===== src/design/mrf_pkg.sv =====
/*
 * Package for the reservation fallback and channel allocation link.
 * Holds PDU type codes, allocation type codes, field widths, timer
 * defaults and the state enumerations shared by both ends.
 * Assumes both ends run on one clock and one asynchronous reset.
 */
// How it works
// - Fall back only when all four conditions hold
// - Timer restarts on own PDU or wait-grant
// - Fallback request goes out as access PDU
// - Access PDU asks reservation if more queued
// - Reversion timeout never below fragmentation timeout
// - Timer counts downlink signalling opportunities only
// - Cancel with handle stops matching request at once
// - Cancel reports abort, partial or fully sent
// - Cancel after first access stops all retries
// - Allocation is optional element of resource/end PDU
// - Fragmented message carries allocation only in end
// - End allocation applies to first-fragment addressees
// - Assigned channel uses timeslot bit map
// - All-zero timeslots plus main carrier means common
// - Cell-change flag: bitmap uses new cell numbering
// - Single-channel station stays-reject or moves-accept
// - Two-bit allocation type selects channel action; code treats only Add apart, the other three types all load the allocation
package mrf_pkg;

	// ************************************************************
	// Field widths
	// ************************************************************
	localparam int MRF_ADDR_W    = 24; // Station address width
	localparam int MRF_HANDLE_W  = 8;  // Request handle width
	localparam int MRF_TS_W      = 4;  // Timeslot bit map width
	localparam int MRF_CARR_W    = 12; // Carrier number width
	localparam int MRF_TMR_W     = 16; // Reversion counter width

	// ************************************************************
	// Timing defaults, in downlink signalling opportunities
	// ************************************************************
	localparam logic [15:0] MRF_REVERT_DEF = 16'h0010; // Reversion
	localparam logic [15:0] MRF_FRAG_DEF   = 16'h0008; // Fragmentation
	localparam int          MRF_MIN_MODE_FACTOR = 18;  // Info only

	// ************************************************************
	// Reset values
	// ************************************************************
	localparam logic [3:0] MRF_TS_RST = 4'h0; // Common channel

	// ************************************************************
	// PDU kinds on the link
	// ************************************************************
	typedef enum logic [2:0] {
		MRF_PDU_NONE   = 3'b000,
		MRF_PDU_ACCESS = 3'b001, // Random access, uplink half slot
		MRF_PDU_DATA   = 3'b010, // Reserved uplink data
		MRF_PDU_FRAG   = 3'b011, // Uplink continuation
		MRF_PDU_END    = 3'b100, // Last fragment, either way
		MRF_PDU_RES    = 3'b101  // Downlink resource
	} mrf_pdu_type;

	// ************************************************************
	// Allocation type codes
	// ************************************************************
	typedef enum logic [1:0] {
		MRF_AT_REPLACE = 2'b00,
		MRF_AT_ADD     = 2'b01,
		MRF_AT_QUIT    = 2'b10,
		MRF_AT_REP_TS1 = 2'b11
	} mrf_alloc_type;

	// ************************************************************
	// Abort report codes
	// ************************************************************
	typedef enum logic [1:0] {
		MRF_RPT_NONE    = 2'b00,
		MRF_RPT_PARTIAL = 2'b01, // Not completely sent
		MRF_RPT_SENT    = 2'b10  // Sent completely at least once
	} mrf_rpt_type;

	// ************************************************************
	// Station states
	// ************************************************************
	typedef enum logic [1:0] {
		MRF_ST_IDLE = 2'b00, // Nothing pending
		MRF_ST_WAIT = 2'b01, // Reservation asked, waiting grant
		MRF_ST_RAND = 2'b10  // Random access retries allowed
	} mrf_state_type;

endpackage


===== src/design/mrf_link_if.sv =====
/*
 * Link between the station and base station medium-access ends.
 * One word-wide PDU channel each way, valid for one cycle per PDU.
 * Assumes one shared clock; no wire is two-way.
 */
`timescale 1ns/10ps
`default_nettype none
interface mrf_link_if;
	import mrf_pkg::*;

	// Uplink: station to base station
	logic        ul_valid;    // One-cycle PDU strobe
	mrf_pdu_type ul_pdu;      // PDU kind
	logic [23:0] ul_addr;     // Sending station address
	logic        ul_resreq;   // Reservation requirement present
	logic        ul_has_sdu;  // Carries service data

	// Downlink: base station to station
	logic        dl_opp;      // Downlink signalling opportunity
	logic        dl_valid;    // One-cycle PDU strobe
	mrf_pdu_type dl_pdu;      // RES or END
	logic [23:0] dl_addr;     // Addressee
	logic        dl_grant;    // Slot grant element present
	logic        dl_wait;     // Grant says wait for another
	logic        dl_ca_valid; // Channel allocation element present
	mrf_alloc_type dl_ca_type; // Allocation type
	logic [3:0]  dl_ca_ts;    // Timeslot bit map
	logic [11:0] dl_ca_carr;  // Carrier number
	logic        dl_ca_cell;  // Cell change flag

	modport station (
		output ul_valid, ul_pdu, ul_addr, ul_resreq, ul_has_sdu,
		input  dl_opp, dl_valid, dl_pdu, dl_addr, dl_grant, dl_wait,
		input  dl_ca_valid, dl_ca_type, dl_ca_ts, dl_ca_carr, dl_ca_cell
	);
	modport base (
		input  ul_valid, ul_pdu, ul_addr, ul_resreq, ul_has_sdu,
		output dl_opp, dl_valid, dl_pdu, dl_addr, dl_grant, dl_wait,
		output dl_ca_valid, dl_ca_type, dl_ca_ts, dl_ca_carr, dl_ca_cell
	);
endinterface
`default_nettype wire


===== src/design/mrf_station.sv =====
/*
 * Station end: reversion timer, fallback to random access, cancel
 * handling and channel allocation reception.
 * Assumes the upper layer holds request inputs steady and the base
 * station end keeps its own placement and coding duties.
 */
`timescale 1ns/10ps
`default_nettype none
module mrf_station
	import mrf_pkg::*;
#(
	parameter logic [15:0] REVERT_OPPS = MRF_REVERT_DEF,
	parameter logic [15:0] FRAG_OPPS   = MRF_FRAG_DEF
) (
	// Clock and reset
	input  wire logic               I_REF_CLK,
	input  wire logic               I_RST_B,
	// Link
	mrf_link_if.station             link,
	// Upper layer request
	input  wire logic [23:0]        I_ADDR,
	input  wire logic               I_DATA_IN_BUF,
	input  wire logic               I_MORE_QUEUED,
	input  wire logic [7:0]         I_REQ_HANDLE,
	input  wire logic               I_SEND_RES,
	input  wire logic               I_CANCEL,
	input  wire logic [7:0]         I_CANCEL_HANDLE,
	input  wire logic               I_CONCURRENT_OK,
	input  wire logic               I_ACCEPT_ADD,
	// Upper layer report
	output logic                    O_RPT_VALID,
	output mrf_rpt_type             O_RPT_KIND,
	output logic [7:0]              O_RPT_HANDLE,
	output logic                    O_REVERT_EXP,
	// Channel state
	output logic [3:0]              O_CHAN_TS,
	output logic [11:0]             O_CHAN_CARR,
	output logic                    O_CHAN_COMMON,
	output logic                    O_CHAN_NEWCELL,
	output logic                    O_ADD_REJECT
);

	// ************************************************************
	// State
	// ************************************************************
	mrf_state_type st_reg, st_next;           // Request state
	logic [15:0] tmr_reg, tmr_next;           // Opportunities elapsed
	logic        granted_reg, granted_next;   // Capacity held
	logic        sent_once_reg, sent_once_next; // Whole SDU sent
	logic        ul_v_reg, ul_v_next;
	mrf_pdu_type ul_p_reg, ul_p_next;
	logic        ul_rr_reg, ul_rr_next;
	logic        ul_sdu_reg, ul_sdu_next;
	logic        rpt_v_reg, rpt_v_next;
	mrf_rpt_type rpt_k_reg, rpt_k_next;
	logic [7:0]  rpt_h_reg, rpt_h_next;
	logic [3:0]  ts_reg, ts_next;
	logic [11:0] carr_reg, carr_next;
	logic        cell_reg, cell_next;
	logic        rej_reg, rej_next;
	logic        exp_w;                       // Timer expired
	logic        rx_me;                       // Downlink for me
	logic        rexp_reg, rexp_next;         // Expiry shown upward
	logic        com_reg, com_next;           // On a common channel
	// An end PDU arrives unaddressed, so keep whether the resource
	// PDU of the first fragment was addressed to this station.
	logic        frag_me_reg, frag_me_next;
	// Longer of the two timeouts: reverting never cuts a fragment
	localparam logic [15:0] EFF_OPPS = (REVERT_OPPS < FRAG_OPPS) ?
		FRAG_OPPS : REVERT_OPPS;

	// Expiry once count reaches setting; setting clamped so it is
	// never below the fragmentation timeout.
	assign exp_w = tmr_reg >= EFF_OPPS;
	// End PDU follows first-fragment addressees
	assign rx_me = link.dl_valid && ((link.dl_pdu == MRF_PDU_END) ?
		frag_me_reg : (link.dl_addr == I_ADDR));

	// ************************************************************
	// Next state
	// ************************************************************
	always_comb begin
		st_next = st_reg;
		tmr_next = tmr_reg;
		granted_next = granted_reg;
		sent_once_next = sent_once_reg;
		ul_v_next = 1'b0;
		ul_p_next = MRF_PDU_NONE;
		ul_rr_next = 1'b0;
		ul_sdu_next = 1'b0;
		rpt_v_next = 1'b0;
		rpt_k_next = rpt_k_reg;
		rpt_h_next = rpt_h_reg;
		ts_next = ts_reg;
		carr_next = carr_reg;
		cell_next = cell_reg;
		rej_next = 1'b0;
		frag_me_next = frag_me_reg;
		// Count downlink opportunities, not time
		if (link.dl_opp && !exp_w) begin
			tmr_next = tmr_reg + 16'h0001;
		end
		// Track first-fragment addressees
		if (link.dl_valid && link.dl_pdu == MRF_PDU_RES) begin
			frag_me_next = (link.dl_addr == I_ADDR);
		end
		// Grant handling; wait instruction restarts the timer
		if (rx_me && link.dl_grant) begin
			if (link.dl_wait) begin
				tmr_next = 16'h0000;
				granted_next = 1'b0;
			end else begin
				granted_next = 1'b1;
			end
		end
		case (st_reg)
			MRF_ST_IDLE: begin
				// Reserved-access PDU asks for capacity
				if (I_SEND_RES) begin
					ul_v_next = 1'b1;
					ul_p_next = MRF_PDU_DATA;
					ul_rr_next = 1'b1;
					ul_sdu_next = 1'b1;
					tmr_next = 16'h0000;
					// A grant landing now is kept: set wins over clear
					granted_next = rx_me && link.dl_grant &&
						!link.dl_wait;
					sent_once_next = 1'b0;
					st_next = MRF_ST_WAIT;
				end
			end
			MRF_ST_WAIT: begin
				// All four conditions before falling back
				if (!granted_reg && exp_w && I_DATA_IN_BUF) begin
					ul_v_next = 1'b1;
					ul_p_next = MRF_PDU_ACCESS;
					ul_sdu_next = 1'b1;
					ul_rr_next = I_MORE_QUEUED;
					tmr_next = 16'h0000;
					sent_once_next = 1'b1;
					st_next = MRF_ST_RAND;
				end else if (!I_DATA_IN_BUF) begin
					st_next = MRF_ST_IDLE;
				end
			end
			MRF_ST_RAND: begin
				// Retry access while still queued and ungranted
				if (!I_DATA_IN_BUF) begin
					st_next = MRF_ST_IDLE;
				end else if (!granted_reg && exp_w) begin
					ul_v_next = 1'b1;
					ul_p_next = MRF_PDU_ACCESS;
					ul_sdu_next = 1'b1;
					ul_rr_next = I_MORE_QUEUED;
					tmr_next = 16'h0000;
				end
			end
			default: begin
				st_next = MRF_ST_IDLE;
			end
		endcase
		// Cancel wins over everything for the matching request
		if (I_CANCEL && st_reg != MRF_ST_IDLE &&
			I_CANCEL_HANDLE == I_REQ_HANDLE) begin
			st_next = MRF_ST_IDLE;
			ul_v_next = 1'b0;
			ul_p_next = MRF_PDU_NONE;
			ul_rr_next = 1'b0;
			ul_sdu_next = 1'b0;
			rpt_v_next = 1'b1;
			rpt_h_next = I_CANCEL_HANDLE;
			rpt_k_next = sent_once_reg ? MRF_RPT_SENT :
				MRF_RPT_PARTIAL;
		end
		// Channel allocation reception
		if (rx_me && link.dl_ca_valid) begin
			if (link.dl_ca_type == MRF_AT_ADD && !I_CONCURRENT_OK &&
				!I_ACCEPT_ADD) begin
				rej_next = 1'b1;
			end else begin
				ts_next = link.dl_ca_ts;
				carr_next = link.dl_ca_carr;
				cell_next = link.dl_ca_cell;
			end
		end
		// Registered views of expiry and common channel
		rexp_next = (tmr_next >= EFF_OPPS) && (st_next != MRF_ST_IDLE);
		com_next = (ts_next == MRF_TS_RST);
	end

	// ************************************************************
	// Registers
	// ************************************************************
	always_ff @(posedge I_REF_CLK or negedge I_RST_B) begin
		if (!I_RST_B) begin
			st_reg <= MRF_ST_IDLE;
			tmr_reg <= 16'h0000;
			granted_reg <= 1'b0;
			sent_once_reg <= 1'b0;
			ul_v_reg <= 1'b0;
			ul_p_reg <= MRF_PDU_NONE;
			ul_rr_reg <= 1'b0;
			ul_sdu_reg <= 1'b0;
			rpt_v_reg <= 1'b0;
			rpt_k_reg <= MRF_RPT_NONE;
			rpt_h_reg <= 8'h00;
			ts_reg <= MRF_TS_RST;
			carr_reg <= 12'h000;
			cell_reg <= 1'b0;
			rej_reg <= 1'b0;
			rexp_reg <= 1'b0;
			com_reg <= 1'b1;
			frag_me_reg <= 1'b0;
		end else begin
			st_reg <= st_next;
			tmr_reg <= tmr_next;
			granted_reg <= granted_next;
			sent_once_reg <= sent_once_next;
			ul_v_reg <= ul_v_next;
			ul_p_reg <= ul_p_next;
			ul_rr_reg <= ul_rr_next;
			ul_sdu_reg <= ul_sdu_next;
			rpt_v_reg <= rpt_v_next;
			rpt_k_reg <= rpt_k_next;
			rpt_h_reg <= rpt_h_next;
			ts_reg <= ts_next;
			carr_reg <= carr_next;
			cell_reg <= cell_next;
			rej_reg <= rej_next;
			rexp_reg <= rexp_next;
			com_reg <= com_next;
			frag_me_reg <= frag_me_next;
		end
	end

	// ************************************************************
	// Outputs
	// ************************************************************
	assign link.ul_valid = ul_v_reg;
	assign link.ul_pdu = ul_p_reg;
	assign link.ul_addr = I_ADDR;
	assign link.ul_resreq = ul_rr_reg;
	assign link.ul_has_sdu = ul_sdu_reg;
	assign O_RPT_VALID = rpt_v_reg;
	assign O_RPT_KIND = rpt_k_reg;
	assign O_RPT_HANDLE = rpt_h_reg;
	assign O_REVERT_EXP = rexp_reg;
	assign O_CHAN_TS = ts_reg;
	assign O_CHAN_CARR = carr_reg;
	assign O_CHAN_COMMON = com_reg;
	assign O_CHAN_NEWCELL = cell_reg;
	assign O_ADD_REJECT = rej_reg;

endmodule
`default_nettype wire


===== src/flat_wrapper.sv =====
// flat-port wrapper written by rule: the top's interface ports become plain ports
module mrf_station_flat import mrf_pkg::*;
#(
	parameter logic [15:0] REVERT_OPPS = MRF_REVERT_DEF,
	parameter logic [15:0] FRAG_OPPS   = MRF_FRAG_DEF
)
  (I_REF_CLK, I_RST_B, I_ADDR, I_DATA_IN_BUF, I_MORE_QUEUED, I_REQ_HANDLE, I_SEND_RES, I_CANCEL, I_CANCEL_HANDLE, I_CONCURRENT_OK, I_ACCEPT_ADD, O_RPT_VALID, O_RPT_KIND, O_RPT_HANDLE, O_REVERT_EXP, O_CHAN_TS, O_CHAN_CARR, O_CHAN_COMMON, O_CHAN_NEWCELL, O_ADD_REJECT, link_ul_valid, link_ul_pdu, link_ul_addr, link_ul_resreq, link_ul_has_sdu, link_dl_opp, link_dl_valid, link_dl_pdu, link_dl_addr, link_dl_grant, link_dl_wait, link_dl_ca_valid, link_dl_ca_type, link_dl_ca_ts, link_dl_ca_carr, link_dl_ca_cell);
  mrf_link_if link_i ();
  input  wire logic I_REF_CLK;
  input  wire logic I_RST_B;
  input  wire logic [23:0] I_ADDR;
  input  wire logic I_DATA_IN_BUF;
  input  wire logic I_MORE_QUEUED;
  input  wire logic [7:0] I_REQ_HANDLE;
  input  wire logic I_SEND_RES;
  input  wire logic I_CANCEL;
  input  wire logic [7:0] I_CANCEL_HANDLE;
  input  wire logic I_CONCURRENT_OK;
  input  wire logic I_ACCEPT_ADD;
  output logic O_RPT_VALID;
  output mrf_rpt_type O_RPT_KIND;
  output logic [7:0] O_RPT_HANDLE;
  output logic O_REVERT_EXP;
  output logic [3:0] O_CHAN_TS;
  output logic [11:0] O_CHAN_CARR;
  output logic O_CHAN_COMMON;
  output logic O_CHAN_NEWCELL;
  output logic O_ADD_REJECT;
  output wire logic [$bits(link_i.ul_valid)-1:0] link_ul_valid;
  output wire logic [$bits(link_i.ul_pdu)-1:0] link_ul_pdu;
  output wire logic [$bits(link_i.ul_addr)-1:0] link_ul_addr;
  output wire logic [$bits(link_i.ul_resreq)-1:0] link_ul_resreq;
  output wire logic [$bits(link_i.ul_has_sdu)-1:0] link_ul_has_sdu;
  input wire logic [$bits(link_i.dl_opp)-1:0] link_dl_opp;
  input wire logic [$bits(link_i.dl_valid)-1:0] link_dl_valid;
  input wire logic [$bits(link_i.dl_pdu)-1:0] link_dl_pdu;
  input wire logic [$bits(link_i.dl_addr)-1:0] link_dl_addr;
  input wire logic [$bits(link_i.dl_grant)-1:0] link_dl_grant;
  input wire logic [$bits(link_i.dl_wait)-1:0] link_dl_wait;
  input wire logic [$bits(link_i.dl_ca_valid)-1:0] link_dl_ca_valid;
  input wire logic [$bits(link_i.dl_ca_type)-1:0] link_dl_ca_type;
  input wire logic [$bits(link_i.dl_ca_ts)-1:0] link_dl_ca_ts;
  input wire logic [$bits(link_i.dl_ca_carr)-1:0] link_dl_ca_carr;
  input wire logic [$bits(link_i.dl_ca_cell)-1:0] link_dl_ca_cell;
  assign link_ul_valid = link_i.ul_valid;
  assign link_ul_pdu = link_i.ul_pdu;
  assign link_ul_addr = link_i.ul_addr;
  assign link_ul_resreq = link_i.ul_resreq;
  assign link_ul_has_sdu = link_i.ul_has_sdu;
  assign link_i.dl_opp = link_dl_opp;
  assign link_i.dl_valid = link_dl_valid;
  assign link_i.dl_pdu = link_dl_pdu;
  assign link_i.dl_addr = link_dl_addr;
  assign link_i.dl_grant = link_dl_grant;
  assign link_i.dl_wait = link_dl_wait;
  assign link_i.dl_ca_valid = link_dl_ca_valid;
  assign link_i.dl_ca_type = link_dl_ca_type;
  assign link_i.dl_ca_ts = link_dl_ca_ts;
  assign link_i.dl_ca_carr = link_dl_ca_carr;
  assign link_i.dl_ca_cell = link_dl_ca_cell;
  mrf_station #(.REVERT_OPPS(REVERT_OPPS), .FRAG_OPPS(FRAG_OPPS)) u_core (.I_REF_CLK(I_REF_CLK), .I_RST_B(I_RST_B), .link(link_i), .I_ADDR(I_ADDR), .I_DATA_IN_BUF(I_DATA_IN_BUF), .I_MORE_QUEUED(I_MORE_QUEUED), .I_REQ_HANDLE(I_REQ_HANDLE), .I_SEND_RES(I_SEND_RES), .I_CANCEL(I_CANCEL), .I_CANCEL_HANDLE(I_CANCEL_HANDLE), .I_CONCURRENT_OK(I_CONCURRENT_OK), .I_ACCEPT_ADD(I_ACCEPT_ADD), .O_RPT_VALID(O_RPT_VALID), .O_RPT_KIND(O_RPT_KIND), .O_RPT_HANDLE(O_RPT_HANDLE), .O_REVERT_EXP(O_REVERT_EXP), .O_CHAN_TS(O_CHAN_TS), .O_CHAN_CARR(O_CHAN_CARR), .O_CHAN_COMMON(O_CHAN_COMMON), .O_CHAN_NEWCELL(O_CHAN_NEWCELL), .O_ADD_REJECT(O_ADD_REJECT));
endmodule

===== config.mk =====
export PLATFORM = sky130hd
export DESIGN_NAME = mrf_station_flat
export DESIGN_NICKNAME = d
export VERILOG_FILES = /design/src/design/mrf_pkg.sv /design/src/design/mrf_link_if.sv /design/src/design/mrf_station.sv /design/src/flat_wrapper.sv
export SDC_FILE = /design/constraint.sdc
export NUM_CORES = 1
export LEC_CHECK = 0
export ABC_CLOCK_PERIOD_IN_PS = 3500
export BUFFER_PORTS_ARGS = -buffer_cell sky130_fd_sc_hd__buf_2
export CORE_ASPECT_RATIO = 0.6
export CORE_MARGIN = 5
export CORE_UTILIZATION = 45
export CTS_CLUSTER_DIAMETER = 100
export DETAILED_ROUTE_END_ITERATION = 7
export PLACE_DENSITY = 0.81
export SYNTH_ARGS = -nofsm -noshare
export SYNTH_HDL_FRONTEND = slang
export SYNTH_SLANG_ARGS = --single-unit

===== constraint.sdc =====
create_clock -name I_REF_CLK -period 3.5 [get_ports I_REF_CLK]
set_input_delay 0.35 -clock I_REF_CLK [delete_from_list [all_inputs] [get_ports I_REF_CLK]]
set_output_delay 0.35 -clock I_REF_CLK [all_outputs]
set_load 0.03 [all_outputs]

# Word-level counts from Yosys, hierarchy flattened
# Index checks and enable logic that the tools add are counted.
# W data, S select, Z words.
# classes
reduce_logical	25
mux	44
n_eq_ne	9
addsub	1
n_bitwise	1
order_cmp	2
# op_table
op	count
$mux W16	7
$pmux W16 S3	1
$ge A16 B5 Y1 const B	2
$eq A24 B24 Y1	1
$mux W1	21
$add A16 B1 Y16 const B	1
$logic_and A1 B1 Y1	13
$mux W2	6
$pmux W3 S3	1
$eq A8 B8 Y1	1
$mux W4	2
$eq A3 B3 Y1 const B	2
$mux W3	2
$pmux W1 S3	2
$pmux W2 S3	1
$reduce_bool A2 Y1	3
$logic_not A1 Y1	5
$eq A2 B1 Y1 const B	2
$logic_not A4 Y1	1
$reduce_and A3 Y1	1
$eq A2 B2 Y1 const B	1
$logic_not A2 Y1	1
$ne A2 B1 Y1 const B	1
$ne A2 B2 Y1 const B	1
other kinds (3)	3
# totals
output_inout_bits	61
register_bits	57
inputBits	99
wordCells	99

# Logic depth before layout (Yosys ltp)
# Gate-level depths: netlist (run 1).
# depth
word_depth	11
ltp_mapped	8
depth_no_buf	6

# Worst setup path before layout (run 1)
# OpenSTA, ideal clock, no wires.
# synth_timing
kind	in2reg
start	input I_ADDR[9]
end	register u_core.carr_reg[10] (netlist: u_core.O_CHAN_CARR[10])
arrival_ns	1.817
setup_ns	0.125
setup_slack_ns	1.558
path_stages	7
required_time_ns	3.375
path_buffers	1
path_cell_list	xor2_1 > nor4_1 > nand4_1 > o21ai_2 > o211ai_4 > buf_6 > mux2_4
# synth_between
elab_chain_cells	5
# synth_rtl
item	line_no	source
from (decl)	flat_wrapper.sv:11	input wire logic [23:0] I_ADDR;
$eq A24 B24 Y1	mrf_station.sv:77	frag_me_reg : (link.dl_addr == I_ADDR));
$mux W1	mrf_station.sv:76	assign rx_me = link.dl_valid && ((link.dl_pdu == MRF_PDU_END) ?
$logic_and A1 B1 Y1	mrf_station.sv:76	
$logic_and A1 B1 Y1	mrf_station.sv:176	if (rx_me && link.dl_ca_valid) begin
$reduce_and A2 Y1 (no line)	n/a	
to (signal assigned)	mrf_station.sv:227	carr_reg <= carr_next;
to (decl)	mrf_station.sv:58	logic [11:0] carr_reg, carr_next;
# Every way passes these cells.
# A chain may end at the register's enable or synchronous reset.

# Final worst setup path (run 1)
# layout_timing
start	register u_core.tmr_reg[13]
end	register u_core.tmr_reg[1]
# layout_between
elab_chain_cells	9
elab_cells_between_ends	13
cone_classes	1 x order compare; 8 x mux; 4 x reduce/logical
# layout_rtl
item	line_no	source
from (decl)	mrf_station.sv:47	logic [15:0] tmr_reg, tmr_next;
from (signal assigned)	mrf_station.sv:216	tmr_reg <= tmr_next;
$ge A16 B5 Y1 (*)	mrf_station.sv:74	assign exp_w = tmr_reg >= EFF_OPPS;
$logic_not A1 Y1	mrf_station.sv:100	if (link.dl_opp && !exp_w) begin
$logic_and A1 B1 Y1	mrf_station.sv:100	
$mux W16	mrf_station.sv:100	
$mux W16	mrf_station.sv:109	if (link.dl_wait) begin
$mux W16	mrf_station.sv:108	if (rx_me && link.dl_grant) begin
$mux W16	mrf_station.sv:150	end else if (!granted_reg && exp_w) begin
$mux W16	mrf_station.sv:148	if (!I_DATA_IN_BUF) begin
$pmux W16 S3 (*)	mrf_station.sv:116	case (st_reg)
named net u_core.tmr_next[1]	mrf_station.sv:47	
# Mark *: on every way through the listed nets, which the timed path passes. The rest lies on a longest branch.

==> results of run 1 <==
cell usage after synthesis:
master     n
mux2_4    10
o211ai_4   1
a31oi_2    1
o31ai_1    1
a21oi_1    1
nor2_1     6
clkbuf_2   1
nor4_1    11
and2_1    14
a32o_1     1
buf_4     26
nand4b_1   1
a221oi_1   1
nor3_1     2
a21boi_0   1
o21ai_0    2
a31oi_1    1
mux2_2     9
or3_1      2
mux2i_1    1
o211ai_1   1
nand3_1    3
nand2_1   39
nor2b_1    4
nand4_1    3
and3b_1    1
nor4b_1    1
conb_1     1
o211a_1    3
ha_1       2
o21ai_2    1
dfstp_2    1
or3b_2     1
clkbuf_1   3
buf_6      1
xor2_1    26
xnor2_1    9
inv_1      3
dfrtp_1   55
and3_1     2
o21a_1     1
path summary, 6_finish.rpt:
check,startpoint,to,depth (start not counted)
worst max-delay path,u_core.tmr_reg[13],u_core.tmr_reg[1],6
worst min-delay path,I_RST_B,u_core.O_RPT_HANDLE[3],1
worst max register to register,u_core.tmr_reg[13],u_core.tmr_reg[1],6
worst min register to register,u_core.O_RPT_KIND[1],u_core.O_RPT_KIND[1],2
max in group asynchronous,I_RST_B,u_core.O_CHAN_COMMON,2
min in group I_REF_CLK,link_dl_wait,u_core.granted_reg,2
worst max-delay path: stages (launching register included):
cell and delay, ps:
dfrtp_1 390, nor4_1 300, and3_1 360, or3_1 200
nand2_1 70, a31oi_2 510, a21boi_0 230
power by group through the flow:
| stage | registers [mW] | clock network (mW) | logic [mW] |
|---|---|---|---|
| after global routing | 0.787 | 0.409 | 0.518 |
| after CTS | 0.775 | 0.385 | 0.487 |
| after global placement | 0.779 | 0 | 0.473 |
| after detailed placement | 0.784 | 0 | 0.488 |
| after floorplan | 0.899 | 0 | 0.199 |
| final | 0.776 | 0.370 | 0.481 |
cell type report:
cell class / instances / area [µm²] / area share
sequential: 56 / 1400 / 0.388
multi-input combinational: 164 / 1190 / 0.330
timing repair buffer: 160 / 806 / 0.223
tap: 84 / 105 / 0.0291
clock buffer: 6 / 82.6 / 0.0228
clock inverter: 2 / 15.0 / 0.00415
inverter: 3 / 11.3 / 0.00311
per-layer routing:
metal	global-route usage	vias to the layer above	part of all wire
met3	0.0633	8	0.089
met2	0.263	81	0.45
met1	0.229	1043	0.45
met4	0.0480	0	0.012
li1	-	1096	-
met5	0	-	0
logic make-up (layout without fill, tap and decap cells):
group | Yosys count | count (layout) | synth area share
multiplexers | 20 | 20 | 0.0924
buffers and inverters | 34 | 171 | 0.0827
AND/OR/NAND/NOR | 90 | 90 | 0.160
XOR/XNOR | 35 | 35 | 0.108
other | 1 | 1 | 0.00132
flip-flops | 56 | 56 | 0.496
adder cells (fa/ha/maj) | 2 | 2 | 0.00884
AO/OA/AOI/OAI | 16 | 16 | 0.0504
cell usage in the layout (no fill, tap or decap), types with 3 or more instances in the layout:
cell type / n
dfrtp_1: 55
nor2b_1: 4
mux2_2: 9
nor4_1: 11
nand2_1: 39
inv_1: 3
nand3_1: 3
and2_1: 14
xnor2_1: 9
clkbuf_8: 6
nand4_1: 3
xor2_1: 26
nor2_1: 6
o211a_1: 3
mux2_4: 10
buf_2: 158
==> impl_metrics.tcl, run 1 <==
set metrics [dict create \
    grt_max_degree 33 \
    port_buffers 158 \
    post_cts_buffers 0 \
    combPwrFrac 0.296 \
    avgSynthCellArea_um2 11.1 \
    ant_nets 0 \
    grt.total_usage 0.171 \
    finalMaxSlewViolations 0 \
    firstDrtPassIters 4 \
    grt_pass1_vias 2380 \
    pwr-share-clk 0.228 \
    post-route-period-util 0.610 \
    seq_area_frac_synth 0.496 \
    start_kind "flop" \
    place_inst 467 \
    rsz0062_at_grt "false" \
    dpl.hpwl_mm 5.61 \
    hp-class "input pin to asynchronous set/reset pin" \
    cap_violations 0 \
    fin_area_mm2 0.00362 \
    syn_inst 254 \
    fin_crit_ps 2130 \
    ys_types 41 \
    io_pins 160 \
    switching_power_mw 0.554 \
    syn_to_final_growth_pct 27.8 \
    post-route-util 0.592 \
    setup_viol 0 \
    seq_power_share 0.477 \
    vdd_ir_drop_max_mv 0.323 \
    p_int_mw 1.07 \
    clockRootBuffer "clkbuf_8" \
    fill_cells 540 \
    crit_fanout 17 \
    drcViolationCount 0 \
    max_freq_ghz 0.469 \
    routedWlPerCell_um 14.5 \
    die_area_mm2 0.00803 \
    cts_resized 0 \
    synth_area_leaders "dfrtp_1, xor2_1, buf_4" \
    syn_area_mm2 0.00283 \
    placed_cell_area_mm2 0.00352 \
    num_vias 2228 \
    layout_setup_ws_ps 1370 \
    path_class "flop to flop" \
    drive_above_1_share 0.491 \
    die_w_um 112 \
    final-hold-violation-count 0 \
    antenna_found_initial 0 \
    instances_no_fill 475 \
    routabilityCongestion 0.818 \
    drt-total-wl_mm 6.88 \
    power.leakage_nw 2.03 \
    slew_headroom 0.494 \
    pre_cts_ws_ps 1220 \
    worstMarginPinSlew_ps 755 \
    die_h_um 71.4 \
    cts_tree "built" \
    fin_tns_setup_ps 0 \
    diodes 0 \
    hold_buffers 0 \
    cts_buffer_depth 2 \
    grt_pass1_wl_mm 11.1 \
    cts_buffers 5 \
    synth_area_leader_cell "dfrtp_1" \
    pwr_density_cell_mw_per_mm2 450 \
    cp-end-kind "flop" \
    arrival_ps 2370 \
    largest_reg_flops 16 \
    num-nets-final 491 \
    finClkSkew_ps 5.03 \
    drtIter0Drc 88 \
    start_util 0.463 \
    num_rows 22 \
    grt-ovfl-total 0 \
    status "finished, final reports clean" \
    core_mm2 0.00611 \
    cts_sinks 56 \
    syn-num-nets 355 \
    path_clk_slew_ps 90 \
    netSwitchingFraction 0.340 \
    hold_ws_ps 12.6 \
    rrSetupSlack_ps 1370 \
    clock_latency_ps 310 \
    cp.required_ps 3740 \
    yosysWarningCount 0 \
    synth-seq-cells 56 \
    power_mw 1.63 \
    yosysTopAreaCellShare 0.486 \
    viasPerCell 4.69 \
    htreeDepth 2 \
]
No activity file was read; power rests on OpenSTA's default activity.
==> run 2, diff against run 1 <==
--- a/config.mk
+++ b/config.mk
@@ -5,14 +5,15 @@
 export SDC_FILE = /design/constraint.sdc
 export NUM_CORES = 1
 export LEC_CHECK = 0
-export ABC_CLOCK_PERIOD_IN_PS = 3500
+export ABC_AREA = 1
+export ABC_CLOCK_PERIOD_IN_PS = 1970
 export BUFFER_PORTS_ARGS = -buffer_cell sky130_fd_sc_hd__buf_2
 export CORE_ASPECT_RATIO = 0.6
 export CORE_MARGIN = 5
 export CORE_UTILIZATION = 45
 export CTS_CLUSTER_DIAMETER = 100
 export DETAILED_ROUTE_END_ITERATION = 7
-export PLACE_DENSITY = 0.81
+export PLACE_DENSITY = 0.78
 export SYNTH_ARGS = -nofsm -noshare
 export SYNTH_HDL_FRONTEND = slang
 export SYNTH_SLANG_ARGS = --single-unit
==> constraint.sdc (replaced) <==
create_clock -name I_REF_CLK -period 1.97 [get_ports I_REF_CLK]
set_input_delay 0.197 -clock I_REF_CLK [delete_from_list [all_inputs] [get_ports I_REF_CLK]]
set_output_delay 0.197 -clock I_REF_CLK [all_outputs]
set_load 0.03 [all_outputs]
==> impl_metrics.tcl, run 2 <==
set metrics [dict create \
    ys_types 34 \
    holdCritStartpoint "link_dl_ca_carr[6]" \
    cp_slowest_stage_delay_ps 410 \
    die_h_um 76.3 \
    syn_area_mm2 0.00330 \
    synth_area_leader_cell "dfrtp_1" \
    cp.required_ps 2150 \
    seq_power_share 0.427 \
    status "finished, final reports clean" \
    synth_fa_ha_area_frac 0.00759 \
    drt-total-wl_mm 7.80 \
    hold_path_depth 2 \
    htreeDepth 2 \
    netSwitchingFraction 0.334 \
    p_int_mw 2.17 \
    cap_violations 0 \
    crit_slowest_cell "dfrtp_1" \
    antenna_found_initial 0 \
    synth_commonest_cells "nand2_1, inv_1, nor2_1, dfrtp_1, buf_4" \
    arrival_ps 1910 \
    timing.rr.start "u_core.st_reg[0]" \
    muxShareOfSynthArea 0.0558 \
    max_freq_ghz 0.578 \
    worstMarginPinSlew_ps 514 \
    worstPathCellList "inv_1 > nand2_1 > a21oi_1 > nand3_2 > nand2_4 > buf_4 > nor2_1 > o21ai_0 > nand2_1 > nor2_1 > a21oi_2" \
    grt-ovfl-total 0 \
    fin_tns_setup_ps 0 \
    cts_buffers 5 \
    path_class "flop to flop" \
    clock_latency_ps 290 \
    avgSynthCellArea_um2 7.55 \
    grt_pass1_vias 2963 \
    start_kind "flop" \
    rsz0062_at_grt "false" \
    io_pins 160 \
    num_vias 2977 \
    grt.total_usage 0.170 \
    largest_reg_flops 16 \
    cts_sinks 56 \
    slew_headroom 0.655 \
    syn_to_final_growth_pct 28.1 \
    layout_common_cells "buf_2, nand2_1, inv_1" \
    grt_pass1_wl_mm 13.2 \
    core_mm2 0.00721 \
    pwr-share-clk 0.274 \
    routedWlPerCell_um 11.6 \
    synthSimpleGateAreaFrac 0.276 \
    dpl.hpwl_mm 6.45 \
    diodes 0 \
    final-hold-violation-count 0 \
    synth_area_leaders "dfrtp_1, nand2_1, inv_1" \
    rrSetupSlack_ps 240 \
    switching_power_mw 1.09 \
    synth_top_family_by_area "simple AND/OR/NAND/NOR gates" \
    hold_ws_ps 133 \
    die_w_um 121 \
    syn-num-nets 538 \
    grt_max_degree 39 \
    start_util 0.458 \
    finalMaxSlewViolations 0 \
    ant_nets 0 \
    rr_endpoint "u_core.O_REVERT_EXP" \
    synth-xor-area-share 0.0186 \
    pwr_density_cell_mw_per_mm2 771 \
    drtIter0Drc 102 \
    vdd_ir_drop_max_mv 0.588 \
    post-route-period-util 0.878 \
    instances_no_fill 670 \
    finClkSkew_ps 7.52 \
    synth-seq-cells 56 \
    fill_cells 671 \
    synth_compound_area_frac 0.0489 \
    clockRootBuffer "clkbuf_16" \
    synth-async-reset-ratio 1.00 \
    num-nets-final 679 \
    yosys_most_used_dff "dfrtp_1" \
    drcViolationCount 0 \
    synth.most_common_cell "nand2_1" \
    worstHoldEndpoint "u_core.O_CHAN_CARR[6]" \
    viasPerCell 4.44 \
    die_area_mm2 0.00920 \
    fin_crit_ps 1730 \
    r2r_cells 11 \
    power.leakage_nw 2.62 \
    num_rows 24 \
    place_inst 661 \
    firstDrtPassIters 4 \
    port_buffers 158 \
    routabilityCongestion 0.822 \
    cts_tree "built" \
    seq_area_frac_synth 0.425 \
    power_mw 3.26 \
    drive_above_1_share 0.354 \
    crit_fanout 8 \
    combPwrFrac 0.300 \
    cp-end-kind "flop" \
    hp-class "input pin to flop" \
    syn_inst 437 \
    cts_buffer_depth 2 \
    synth-edff-count 0 \
    layout_commonest_cell "buf_2" \
    yosysWarningCount 0 \
    path_clk_slew_ps 70 \
    setup_viol 0 \
    yosysTopAreaCellShare 0.417 \
]
[run 2: changes by cell type in the layout (fill, tap and decap cells not counted), sizes merged, moves of 6 or more]
| cell | delta |
|---|---|
| and2 | -13 |
| inv | +82 |
| mux2 | -6 |
| nand2 | +81 |
| nor2 | +63 |
| nor4 | -8 |
| o21ai | +19 |
| xnor2 | -7 |
| xor2 | -21 |
[run 2: logic make-up after synthesis]
group | after synthesis
and+or+nand+nor | 214
buffers and inverters | 116
DFF | 56
AOI/OAI and AO/OA | 28
muxes | 13
xor gates and xnor gates | 7
adders and majority gates | 2
other | 1
[run 2: metrics by stage]
step	utilization	worst slack, ps	instance area, µm²
after floorplan	-	342	3300
after global placement	0.561	63.4	4040
after detailed placement	0.561	-9.06	4040
after CTS	0.583	88.6	4200
after global routing	0.586	25.4	4230
final	0.586	240	4230
[run 2: how the worst max path moves through the flow]
stage | to | start | cells after the start | slack, ps
after global placement | u_core.O_CHAN_CARR[5] | I_ADDR[13] | 12 | 60
after global routing | u_core.O_REVERT_EXP | u_core.tmr_reg[15] | 13 | 30
final | u_core.O_REVERT_EXP | u_core.st_reg[0] | 11 | 240
after CTS | u_core.O_REVERT_EXP | u_core.st_reg[0] | 10 | 90
after floorplan | u_core.O_CHAN_CARR[10] | I_ADDR[13] | 11 | 340
after detailed placement | u_core.O_CHAN_CARR[5] | I_ADDR[12] | 12 | -9
[run 2: what timing repair did]
action	4_1_cts	5_1_grt
setup endpoints to repair	0	2
hold buffers	1	0
resized for setup	0	6
hold endpoints to repair	18	0
buffers inserted	0	0
[run 2: metal layers]
layer,vias up,track usage,wire (µm)
li1,1565,-,-
met1,1340,0.225,3530
met2,69,0.282,3790
met3,3,0.0497,454
met4,0,0.0283,27
met5,-,0,0
[run 2: worst max-delay path, delay by kind of cell, from the launching register on]
family,cells,cell delay (ps)
compound gates,3,430
simple gates,6,560
flops,1,410
buf+inv,2,220
[run 2: cell type report]
type / count / area, µm² / area share
inverter: 85 / 319 / 0.0755
clock inverter: 1 / 7.51 / 0.00178
tap: 91 / 114 / 0.0269
multi-input combinational: 265 / 1370 / 0.324
clock buffer: 7 / 143 / 0.0338
timing repair buffer: 165 / 871 / 0.206
sequential: 56 / 1400 / 0.332
[run 2: power groups by stage]
stage / logic [mW] / clock network, mW / registers, mW
detailed placement: 0.978 / 0 / 1.41
finish: 0.977 / 0.891 / 1.39
floorplan: 0.418 / 0 / 1.63
global route: 1.06 / 0.971 / 1.41
CTS: 0.981 / 0.924 / 1.39
global placement: 0.952 / 0 / 1.40
==> run 3, diff against run 2 <==
--- a/config.mk
+++ b/config.mk
@@ -11,6 +11,7 @@
 export CORE_ASPECT_RATIO = 0.6
 export CORE_MARGIN = 5
 export CORE_UTILIZATION = 45
+export CTS_BUF_LIST = sky130_fd_sc_hd__clkbuf_16
 export CTS_CLUSTER_DIAMETER = 100
 export DETAILED_ROUTE_END_ITERATION = 7
 export PLACE_DENSITY = 0.78
==> impl_metrics.tcl, run 3 (same netlist as run 2, synthesis figures left out) <==
set metrics [dict create \
    fin_crit_ps 1720 \
    start_util 0.458 \
    hp-class "input pin to flop" \
    path_clk_slew_ps 70 \
    grt-ovfl-total 0 \
    power_mw 3.21 \
    use_met2 0.282 \
    cts_tree "built" \
    num_vias 2983 \
    fin_tns_setup_ps 0 \
    pwr_density_cell_mw_per_mm2 762 \
    place_inst 661 \
    worstPathCellList "inv_1 > nand2_1 > a21oi_1 > nand3_2 > nand2_4 > buf_4 > nor2_1 > o21ai_0 > nand2_1 > nor2_1 > a21oi_2" \
    max_freq_ghz 0.581 \
    vdd_ir_drop_max_mv 0.597 \
    drt-total-wl_mm 7.87 \
    grt_pass1_wl_mm 13.2 \
    hold_ws_ps 132 \
    num-nets-final 679 \
    grt_most_used_layer "met2" \
    io_pins 160 \
    cp-end-kind "flop" \
    drtIter0Drc 111 \
    crit_fanout 8 \
    multi_input_area_mm2 0.00137 \
    finalMaxSlewViolations 0 \
    crit_slowest_cell "dfrtp_1" \
    syn_to_final_growth_pct 27.8 \
    clock_latency_ps 290 \
    port_buffers 158 \
    die_w_um 121 \
    viasPerCell 4.45 \
    start_kind "flop" \
    drcViolationCount 0 \
    antenna_found_initial 0 \
    final-hold-violation-count 0 \
    cp.required_ps 2150 \
    die_h_um 76.3 \
    fill_cells 677 \
    cts_buffers 5 \
    worstMarginPinSlew_ps 518 \
    dpl.hpwl_mm 6.45 \
    htreeDepth 2 \
    slew_headroom 0.652 \
    layout_common_cells "buf_2, nand2_1, inv_1" \
    cts_sinks 56 \
    use_met3 0.0504 \
    clockRootBuffer "clkbuf_16" \
    layout_commonest_cell "buf_2" \
    cts_buffer_depth 2 \
    firstDrtPassIters 4 \
    drive_above_1_share 0.352 \
    num_rows 24 \
    cp_slowest_stage_delay_ps 410 \
    finClkSkew_ps 7.97 \
    path_class "flop to flop" \
    cap_violations 0 \
    instances_no_fill 670 \
    grt.total_usage 0.171 \
    ant_nets 0 \
    rsz0062_at_grt "false" \
    routedWlPerCell_um 11.7 \
    power.leakage_nw 2.62 \
    register_area_mm2 0.00140 \
    arrival_ps 1900 \
    setup_viol 0 \
    met1_usage 0.226 \
    routabilityCongestion 0.822 \
    die_area_mm2 0.00920 \
    grt_max_degree 39 \
    post_cts_buffers 0 \
    diodes 0 \
    grt_pass1_vias 2965 \
    status "finished, final reports clean" \
    core_mm2 0.00721 \
    post-route-period-util 0.873 \
    largest_reg_flops 16 \
]
## run 3: cell types whose count changed in the layout (fill, tap and decap cells not counted), sizes merged
cell / previous run / this run
inv: 85 / 86
clkinv: 0 / 1
clkbuf: 7 / 5
## run 3: worst paths after layout
kind                       cells after the start               endpoint  slack [ps]            startpoint
setup / recovery                              11    u_core.O_REVERT_EXP         250      u_core.st_reg[0]
hold / removal                                 2  u_core.O_CHAN_CARR[6]         130    link_dl_ca_carr[6]
setup reg to reg                              11    u_core.O_REVERT_EXP         250      u_core.st_reg[0]
hold reg to reg                                1   u_core.O_RPT_KIND[0]         480  u_core.sent_once_reg
max in group asynchronous                      3   u_core.O_CHAN_COMMON         940               I_RST_B
min in group asynchronous                      2   u_core.O_RPT_KIND[0]         400               I_RST_B
## run 3: what timing repair did
| action | in CTS | in global routing |
|---|---|---|
| hold endpoints to repair | 18 | 0 |
| hold buffers | 1 | 0 |
| gates resized for setup | 0 | 6 |
| setup endpoints to repair | 0 | 2 |
## run 3: critical path: cells and delay by family, from the launching register on
| kind | cells | cell delay, ps |
|---|---|---|
| buf+inv | 2 | 220 |
| flops | 1 | 410 |
| simple gates | 6 | 540 |
| compound gates | 3 | 420 |
## run 3: through the flow
stage / util / instance area (µm²) / setup slack [ps]
2_1_floorplan: - / 3300 / 342
5_1_grt: 0.585 / 4220 / 25.4
3_5_place_dp: 0.561 / 4040 / -9.06
4_1_cts: 0.582 / 4190 / 88.6
6_report: 0.585 / 4220 / 250
3_3_place_gp: 0.561 / 4040 / 63.4
## run 3: metal layers
metal,share of wire,vias to the layer above
met1,0.45,1344
met2,0.49,68
met4,0.0034,0
li1,-,1568
met3,0.060,3
met5,0,-
## run 3: area by class of cell
type                       instances  share of cell area
inverter                          85              0.0757
sequential                        56               0.333
clock buffer                       5              0.0297
timing repair buffer             165               0.207
tap                               91              0.0270
multi-input combinational        265               0.325
clock inverter                     3             0.00356
## run 3: report_power, final
part	switching, mW	total [mW]	internal (mW)	leakage [nW]
Combinational	0.613	0.977	0.364	1.81
Clock	0.381	0.844	0.463	0.0687
Sequential	0.0896	1.39	1.30	0.742
Total	1.08	3.21	2.13	2.62
